File: src/common/pds_pkg.sv
// Behaviour
// - each of seven outputs owns its own 3-bit shutdown slot field
// - the sequencer only takes outputs down, the reverse of start-up
// - after reset every shutdown slot equals that output's programmed startup slot
// - outputs switch off from the highest slot value down to the lowest
// - host slot writes take effect only while the system is on
// - startup order never comes from the shutdown slots; block enables outputs only in reset, which sets all seven on
// - all slots zero: every output switches off together in one step
package pds_pkg;

  localparam int NUM_OUT = 7;
  localparam int SLOT_W = 3;
  localparam int ADDR_W = 8;
  localparam int DATA_W = 8;

  typedef logic [SLOT_W-1:0] pds_slot_t;
  typedef logic [NUM_OUT-1:0] pds_mask_t;
  typedef logic [ADDR_W-1:0] pds_addr_t;
  typedef logic [DATA_W-1:0] pds_data_t;

  // output order inside every mask and slot vector
  localparam int IDX_BUCK_ONE = 0;
  localparam int IDX_BUCK_TWO = 1;
  localparam int IDX_BUCK_THREE = 2;
  localparam int IDX_LINEAR_REG_ONE = 3;
  localparam int IDX_LINEAR_REG_TWO = 4;
  localparam int IDX_LINEAR_REG_THREE = 5;
  localparam int IDX_MEMORY_REFERENCE_OUT = 6;

  // register map
  localparam pds_addr_t BUCK_ONE_SHUTDOWN_SLOT = 8'h5F;
  localparam pds_addr_t BUCK_TWO_SHUTDOWN_SLOT = 8'h60;
  localparam pds_addr_t BUCK_THREE_SHUTDOWN_SLOT = 8'h61;
  localparam pds_addr_t LINEAR_REG_ONE_SHUTDOWN_SLOT = 8'h62;
  localparam pds_addr_t LINEAR_REG_TWO_SHUTDOWN_SLOT = 8'h63;
  localparam pds_addr_t LINEAR_REG_THREE_SHUTDOWN_SLOT = 8'h64;
  localparam pds_addr_t MEMORY_REFERENCE_SHUTDOWN_SLOT = 8'h65;

  localparam pds_addr_t SLOT_ADDR_TBL [NUM_OUT] = '{
    BUCK_ONE_SHUTDOWN_SLOT, BUCK_TWO_SHUTDOWN_SLOT, BUCK_THREE_SHUTDOWN_SLOT,
    LINEAR_REG_ONE_SHUTDOWN_SLOT, LINEAR_REG_TWO_SHUTDOWN_SLOT,
    LINEAR_REG_THREE_SHUTDOWN_SLOT, MEMORY_REFERENCE_SHUTDOWN_SLOT
  };

  // field layout and reset values
  localparam int SLOT_LSB = 0;
  localparam pds_slot_t SLOT_RESET = 3'h0;
  localparam logic [DATA_W-SLOT_W-1:0] UNUSED_BITS = 5'h00;
  localparam pds_data_t DATA_ZERO = 8'h00;
  localparam pds_mask_t ALL_ON = 7'h7F;
  localparam pds_mask_t ALL_OFF = 7'h00;

  // gap between two slot steps
  localparam int CLK_PERIOD_NS = 20;
  localparam int STEP_DELAY_NS = 2000;
  localparam int STEP_DELAY_CYC = (STEP_DELAY_NS + CLK_PERIOD_NS - 1) / CLK_PERIOD_NS;
  localparam int DLY_W = 12;
  typedef logic [DLY_W-1:0] pds_dly_t;
  localparam pds_dly_t DLY_ZERO = 12'h000;

  typedef enum logic [1:0] {
    ST_IDLE,
    ST_STEP,
    ST_DELAY
  } pds_state_e;

endpackage

File: src/rtl/pds_slot_scan.sv
`timescale 1ns/1ps
module pds_slot_scan (
  // slot table and outputs still on
  input wire logic [pds_pkg::NUM_OUT-1:0][pds_pkg::SLOT_W-1:0] slot_i,
  input wire pds_pkg::pds_mask_t on_i,
  // highest slot among outputs still on
  output pds_pkg::pds_slot_t top_slot_o,
  output pds_pkg::pds_mask_t match_o,
  output logic any_on_o
);
  import pds_pkg::*;

  always_comb begin
    top_slot_o = SLOT_RESET;
    match_o = ALL_OFF;
    any_on_o = |on_i;
    for (int i = 0; i < NUM_OUT; i++) begin
      if (on_i[i] && slot_i[i] > top_slot_o) begin
        top_slot_o = slot_i[i];
      end
    end
    // every output on the top slot goes in the same step
    for (int i = 0; i < NUM_OUT; i++) begin
      match_o[i] = on_i[i] && (slot_i[i] == top_slot_o);
    end
  end

endmodule

File: src/rtl/pds_sequencer.sv
`timescale 1ns/1ps
module pds_sequencer #(
  parameter int STEP_DELAY = pds_pkg::STEP_DELAY_CYC
) (
  // clock and reset
  input wire logic clock_i,
  input wire logic rst_i,
  // system state and startup configuration
  input wire logic system_on_i,
  input wire logic pwrdn_start_i,
  input wire logic [pds_pkg::NUM_OUT-1:0][pds_pkg::SLOT_W-1:0] startup_slot_i,
  // register port
  input wire logic reg_wr_i,
  input wire logic reg_rd_i,
  input wire pds_pkg::pds_addr_t reg_addr_i,
  input wire pds_pkg::pds_data_t reg_wdata_i,
  output pds_pkg::pds_data_t reg_rdata_o,
  output logic reg_rvalid_o,
  // rail control
  output pds_pkg::pds_mask_t rail_enable_o,
  output logic seq_busy_o,
  output logic seq_done_o
);
  import pds_pkg::*;

  function automatic int addr_to_idx(input pds_addr_t a);
    int idx;
    idx = NUM_OUT;
    for (int i = 0; i < NUM_OUT; i++) begin
      if (a == SLOT_ADDR_TBL[i]) begin
        idx = i;
      end
    end
    return idx;
  endfunction

  logic [NUM_OUT-1:0][SLOT_W-1:0] slot_r, slot_nxt;
  logic reload_r, reload_nxt;
  pds_data_t rdata_r, rdata_nxt;
  logic rvalid_r, rvalid_nxt;
  pds_state_e state_r, state_nxt;
  pds_mask_t en_r, en_nxt;
  pds_slot_t cur_slot_r, cur_slot_nxt;
  pds_dly_t dly_r, dly_nxt;
  logic busy_r, busy_nxt;
  logic done_r, done_nxt;

  int wr_idx;
  int rd_idx;
  logic wr_ok;
  logic all_zero;
  pds_slot_t top_slot;
  pds_mask_t match_mask;
  logic any_on;

  assign wr_idx = addr_to_idx(reg_addr_i);
  assign rd_idx = addr_to_idx(reg_addr_i);
  // writes only land in an on state and never under a running shutdown
  assign wr_ok = reg_wr_i && system_on_i && !reload_r && (state_r == ST_IDLE);
  assign all_zero = ~|slot_r;

  pds_slot_scan u_scan (
    .slot_i(slot_r),
    .on_i(en_r),
    .top_slot_o(top_slot),
    .match_o(match_mask),
    .any_on_o(any_on)
  );

  // register file
  always_comb begin
    slot_nxt = slot_r;
    reload_nxt = 1'b0;
    rdata_nxt = DATA_ZERO;
    rvalid_nxt = reg_rd_i;
    if (reload_r) begin
      // startup slots are sampled one cycle after reset release, not during it
      slot_nxt = startup_slot_i;
    end else if (wr_ok && wr_idx < NUM_OUT) begin
      slot_nxt[wr_idx] = reg_wdata_i[SLOT_LSB +: SLOT_W];
    end
    if (reg_rd_i && rd_idx < NUM_OUT) begin
      rdata_nxt = {UNUSED_BITS, slot_r[rd_idx]};
    end
  end

  always_ff @(posedge clock_i) begin
    if (rst_i) begin
      slot_r <= {NUM_OUT{SLOT_RESET}};
      reload_r <= 1'b1;
      rdata_r <= DATA_ZERO;
      rvalid_r <= 1'b0;
    end else begin
      slot_r <= slot_nxt;
      reload_r <= reload_nxt;
      rdata_r <= rdata_nxt;
      rvalid_r <= rvalid_nxt;
    end
  end

  // shutdown sequencer
  always_comb begin
    state_nxt = state_r;
    en_nxt = en_r;
    cur_slot_nxt = cur_slot_r;
    dly_nxt = dly_r;
    done_nxt = 1'b0;
    case (state_r)
      ST_IDLE: begin
        if (pwrdn_start_i && !reload_r) begin
          if (all_zero || !any_on) begin
            en_nxt = ALL_OFF;
            done_nxt = 1'b1;
          end else begin
            state_nxt = ST_STEP;
          end
        end
      end
      ST_STEP: begin
        // only clears enables; bringing rails up belongs to the startup logic
        en_nxt = en_r & ~match_mask;
        cur_slot_nxt = top_slot;
        dly_nxt = DLY_W'(STEP_DELAY - 1);
        state_nxt = ST_DELAY;
      end
      ST_DELAY: begin
        if (dly_r != DLY_ZERO) begin
          dly_nxt = dly_r - 1'b1;
        end else if (any_on) begin
          state_nxt = ST_STEP;
        end else begin
          state_nxt = ST_IDLE;
          done_nxt = 1'b1;
        end
      end
      default: begin
        state_nxt = ST_IDLE;
      end
    endcase
    busy_nxt = (state_nxt != ST_IDLE);
  end

  always_ff @(posedge clock_i) begin
    if (rst_i) begin
      state_r <= ST_IDLE;
      en_r <= ALL_ON;
      cur_slot_r <= SLOT_RESET;
      dly_r <= DLY_ZERO;
      busy_r <= 1'b0;
      done_r <= 1'b0;
    end else begin
      state_r <= state_nxt;
      en_r <= en_nxt;
      cur_slot_r <= cur_slot_nxt;
      dly_r <= dly_nxt;
      busy_r <= busy_nxt;
      done_r <= done_nxt;
    end
  end

  assign reg_rdata_o = rdata_r;
  assign reg_rvalid_o = rvalid_r;
  assign rail_enable_o = en_r;
  assign seq_busy_o = busy_r;
  assign seq_done_o = done_r;

  // checking helpers
  pds_slot_t last_slot_r;
  logic have_last_r;
  pds_mask_t ge_mask;

  always_ff @(posedge clock_i) begin
    if (rst_i || state_r == ST_IDLE) begin
      have_last_r <= 1'b0;
      last_slot_r <= SLOT_RESET;
    end else if (state_r == ST_STEP) begin
      have_last_r <= 1'b1;
      last_slot_r <= top_slot;
    end
  end

  always_comb begin
    for (int i = 0; i < NUM_OUT; i++) begin
      ge_mask[i] = (slot_r[i] >= cur_slot_r);
    end
  end

  property p_slot_width;
    @(posedge clock_i) disable iff (rst_i)
    reg_rvalid_o |-> (reg_rdata_o[DATA_W-1:SLOT_W] == UNUSED_BITS);
  endproperty
  a_slot_width: assert property (p_slot_width) else $error("unused slot bits not zero");

  property p_never_enable;
    @(posedge clock_i) disable iff (rst_i)
    !$past(rst_i) |-> ((rail_enable_o & ~$past(rail_enable_o)) == ALL_OFF);
  endproperty
  a_never_enable: assert property (p_never_enable) else $error("sequencer raised a rail");

  property p_reload;
    @(posedge clock_i) disable iff (rst_i)
    // reset is sampled too, so the release edge itself starts no attempt
    (reload_r && !rst_i) |=> (slot_r == $past(startup_slot_i));
  endproperty
  a_reload: assert property (p_reload) else $error("slots not loaded from startup");

  property p_descend;
    @(posedge clock_i) disable iff (rst_i)
    (state_r == ST_STEP && have_last_r) |-> (top_slot < last_slot_r);
  endproperty
  a_descend: assert property (p_descend) else $error("slot order not descending");

  property p_write_taken;
    @(posedge clock_i) disable iff (rst_i)
    (wr_ok && wr_idx == IDX_BUCK_TWO)
      |=> (slot_r[IDX_BUCK_TWO] == $past(reg_wdata_i[SLOT_LSB +: SLOT_W]));
  endproperty
  a_write_taken: assert property (p_write_taken) else $error("slot write lost");

  property p_write_refused;
    @(posedge clock_i) disable iff (rst_i)
    (!system_on_i && !reload_r) |=> $stable(slot_r);
  endproperty
  a_write_refused: assert property (p_write_refused) else $error("slot changed while off");

  property p_bypass;
    @(posedge clock_i) disable iff (rst_i)
    (state_r == ST_IDLE && pwrdn_start_i && !reload_r && all_zero)
      |=> (rail_enable_o == ALL_OFF) && seq_done_o && !seq_busy_o;
  endproperty
  a_bypass: assert property (p_bypass) else $error("bypass did not switch all off");

  property p_group_off;
    @(posedge clock_i) disable iff (rst_i)
    (state_r == ST_DELAY) |-> ((rail_enable_o & ge_mask) == ALL_OFF);
  endproperty
  a_group_off: assert property (p_group_off) else $error("slot group not fully off");

  property p_gap;
    @(posedge clock_i) disable iff (rst_i)
    (state_r == ST_STEP) |=> (state_r == ST_DELAY) && (dly_r == DLY_W'(STEP_DELAY - 1));
  endproperty
  a_gap: assert property (p_gap) else $error("step delay not loaded");

  property p_gap_hold;
    @(posedge clock_i) disable iff (rst_i)
    (state_r == ST_DELAY && dly_r != DLY_ZERO) |=> (state_r == ST_DELAY) && $stable(rail_enable_o);
  endproperty
  a_gap_hold: assert property (p_gap_hold) else $error("rail moved during delay");

endmodule

File: config.mk
export PLATFORM = sky130hd
export DESIGN_NAME = pds_sequencer
export DESIGN_NICKNAME = d
export VERILOG_FILES = /design/src/common/pds_pkg.sv /design/src/rtl/pds_slot_scan.sv /design/src/rtl/pds_sequencer.sv
export SDC_FILE = /design/constraint.sdc
export NUM_CORES = 1
export LEC_CHECK = 0
export ABC_AREA = 1
export BUFFER_PORTS_ARGS = -buffer_cell sky130_fd_sc_hd__buf_2
export CORE_MARGIN = 3
export CORE_UTILIZATION = 50
export CTS_BUF_LIST = sky130_fd_sc_hd__clkbuf_4
export DETAILED_ROUTE_END_ITERATION = 8
export HOLD_SLACK_MARGIN = 0.08
export PLACE_DENSITY_LB_ADDON = 0.12
export REMOVE_ABC_BUFFERS = 1
export SYNTH_ARGS = -nofsm -noshare
export SYNTH_HDL_FRONTEND = slang
export SYNTH_SLANG_ARGS = --single-unit
File: constraint.sdc
create_clock -name clock_i -period 7.1 [get_ports clock_i]
set_input_delay 0.71 -clock clock_i [delete_from_list [all_inputs] [get_ports clock_i]]
set_output_delay 0.71 -clock clock_i [all_outputs]
set_load 0.03 [all_outputs]
==> results.json <==
{
  "cts_tree": "yes",
  "timing.rr.start": "slot_r[5]",
  "routed_wl_mm": 10.27,
  "syn_to_final_growth_pct": 15.76,
  "synthMuxAreaShare_pct": 0,
  "yosysTopAreaCellShare_pct": 27.83,
  "cp-start-kind": "flop",
  "synthCells": 548,
  "synth_xor_area_share_pct": 1.739,
  "ys_seq_area_share_pct": 27.83,
  "cap_violations": 0,
  "setup_viol": 0,
  "viasPerCell": 5.609,
  "crit_slowest_cell": "dfxtp_1",
  "num_rows": 29,
  "critical-path-max-stage-delay_ns": 0.53,
  "cts_made_buffers": 5,
  "grt_use_total_pct": 24.74,
  "finalHoldViolCount": 0,
  "drv_slew": 0,
  "power_mw": 1.046,
  "drc": 0,
  "synth.distinct_cells": 45,
  "required_ns": 7.40,
  "drive_above_1_share_pct": 20.39,
  "vias": 3932,
  "cp_top_family": "simple AND/OR/NAND/NOR gates",
  "synth_top_family_by_area": "simple AND/OR/NAND/NOR gates",
  "clkTransAtPathRegs_ns": 0.17,
  "cpMostUsedCell": "nand2_1",
  "start_util_pct": 53.37,
  "p_sw_uw": 495.6,
  "ir_drop_v": 0.0001371,
  "seqPwrFrac_pct": 30.6,
  "path_buf_inv": 7,
  "combPwrFrac_pct": 54.6,
  "post-route-period-util_pct": 93.80,
  "syn_avg_cell_area_um2": 6.432,
  "hp-start": "dly_r[11]",
  "multi_input_area_um2": 2265,
  "synthAdderAreaFrac_pct": 4.615,
  "fin_skew_ns": 0.003921,
  "p_leak_nw": 1.879,
  "port_buffers": 50,
  "cts_buffer_depth": 2,
  "htreeDepth": 2,
  "boundaryPins": 61,
  "drtAntennaViolNets": 0,
  "post-route-min-period_ns": 6.660,
  "gp_congestion": 0.9610,
  "die_h_um": 89.96,
  "regArea_um2": 992.2,
  "synth_edf_count": 0,
  "drt_iter0_markers": 372,
  "use_met3_pct": 4.090,
  "root_buffer": "clkbuf_4",
  "relSlewSlack_pct": 58.47,
  "cp.arrival_ns": 6.96,
  "insertion_delay_ns": 0.39,
  "synth_area_leaders": "dfxtp_1 (28%), nand2_1 (13%), nand3_1 (8.9%), inv_1 (7.9%), nor2_1 (5.0%)",
  "synth_area_um2": 3525,
  "clkSinkCount": 49,
  "finish.utilization_pct": 61.78,
  "ys_warn_count": 0,
  "holdBufCountCts": 0,
  "die_area_um2": 8093,
  "powerDensity_nw_per_um2": 256.4,
  "tns_ns": 0,
  "top_usage_layer": "met2",
  "endpoint_kind": "flop",
  "p_sw_share_pct": 47.37,
  "grt_max_degree": 34,
  "yosys.area_share.simple_pct": 38.62,
  "synth_area_leader_cell": "dfxtp_1",
  "fill_cells": 656,
  "synth_most_common_cell": "nand2_1",
  "ys_seq_elements": 49,
  "synthArstFlopShare_pct": 0,
  "firstDrtPassIters": 5,
  "worst-slew-pin-transition_ns": 0.6173,
  "dp_hpwl_mm": 7.872,
  "cp_max_fo": 7,
  "fmax_mhz": 150.1,
  "hold_path_class": "reg2reg",
  "wire_per_inst_um": 14.65,
  "clkPwrFrac_pct": 14.8,
  "worstSetupPathType": "reg2reg",
  "synth-compound-area-share_pct": 16.54,
  "synth_top_cells_by_count": "nand2_1 (121), inv_1 (74), nand3_1 (63)",
  "setup.worst_path.start": "slot_r[5]",
  "grt_overflow": 0,
  "grt_pass1_wl_mm": 16.64,
  "status": "finished, final reports clean",
  "met2_usage_pct": 37.91,
  "grt_pass1_vias": 3472,
  "coreArea_um2": 6604,
  "antenna_cells": 0,
  "cellInternalPower_uw": 550.7,
  "met1_usage_pct": 36.41,
  "yosys_most_used_dff": "dfxtp_1",
  "antenna_found_initial": 0,
  "die_x_um": 89.96,
  "fin_nets": 663
}
[final timing paths]
check	to	slack, ns	cells past startpoint
hold / removal	dly_r[11]	0.50	1
setup / recovery	rail_enable_o[6]	0.44	48
hold reg to reg	dly_r[11]	0.50	1
setup reg to reg	rail_enable_o[6]	0.44	48
[power groups by stage]
stage / Clock [mW] / Sequential (mW) / Combinational, mW
after floorplan: 0 / 0.332 / 0.387
after global placement: 0 / 0.325 / 0.518
after detailed placement: 0 / 0.326 / 0.531
after CTS: 0.157 / 0.320 / 0.533
after global routing: 0.167 / 0.324 / 0.638
final: 0.155 / 0.321 / 0.571
[flip-flops by register name, summed over array words and instances (netlist names)]
register	count
rail_enable_o	7
seq_busy_o	1
reg_rdata_o	3
seq_done_o	1
reload_r	1
state_r	2
slot_r	21
dly_r	12
reg_rvalid_o	1
[per-stage QoR]
stage	area (um2)	worst slack, ns	std cells	hold WS, ns
after detailed placement	3906	0.005995	691	0.4696
after global placement	3906	0.3173	691	0.4532
after floorplan	3472	0.1708	539	0.4342
after global routing	4080	-0.04393	701	0.5092
after CTS	3973	0.04671	699	0.4940
final	4080	0.4399	701	0.4976
[layer usage]
layer / up-vias / part of all wire [%]
li1: 1951 / -
met3: 19 / 8.9
met4: 0 / 1.7
met5: - / 0
met2: 181 / 42
met1: 1781 / 47
[cells by family after synthesis]
kind of cell	after synthesis
AND/OR/NAND/NOR	288
adder cells (fa/ha/maj)	13
other	1
flip-flops	49
buffers and inverters	94
XOR/XNOR	7
AO/OA/AOI/OAI	96
[placed cells by master (no fill, tap or decap), drive strengths merged]
| master | synthesis | layout |
|---|---|---|
| a22oi | 15 | 15 |
| nor4 | 8 | 8 |
| conb | 1 | 5 |
| and2 | 1 | 1 |
| or2 | 2 | 2 |
| o221ai | 2 | 2 |
| nand3b | 4 | 4 |
| nor3b | 1 | 1 |
| ha | 13 | 13 |
| xor2 | 5 | 5 |
| clkbuf | 8 | 5 |
| nor2 | 49 | 49 |
| nand2 | 133 | 133 |
| a21boi | 1 | 1 |
| nand4 | 6 | 6 |
| o311a | 1 | 1 |
| dfxtp | 49 | 49 |
| o22ai | 3 | 3 |
| o31ai | 1 | 1 |
| o21a | 1 | 1 |
| buf | 5 | 61 |
| nor3 | 12 | 12 |
| o211ai | 1 | 1 |
| inv | 81 | 83 |
| clkinv | 0 | 1 |
| a21oi | 36 | 36 |
| o2111ai | 1 | 1 |
| xnor2 | 2 | 2 |
| o32ai | 1 | 1 |
| nand3 | 72 | 72 |
| a221oi | 2 | 2 |
| o21ai | 20 | 20 |
| a31oi | 9 | 9 |
| a211oi | 2 | 2 |
[layout make-up]
| class | instances | share of cell area, % |
|---|---|---|
| clock buffer | 5 | 0.9200 |
| timing repair buffer | 61 | 8.249 |
| tap | 93 | 2.852 |
| inverter | 81 | 7.452 |
| clock inverter | 3 | 0.7053 |
| sequential | 49 | 24.32 |
| multi-input combinational | 409 | 55.50 |
[repair_timing]
item                                    CTS  global route
resized for setup                         1            26
endpoints found under the setup margin    3             7
gates cloned                              0             0
pin swaps                                 0             4
buffers inserted                          0             2
No activity file was read; power rests on OpenSTA's default activity.
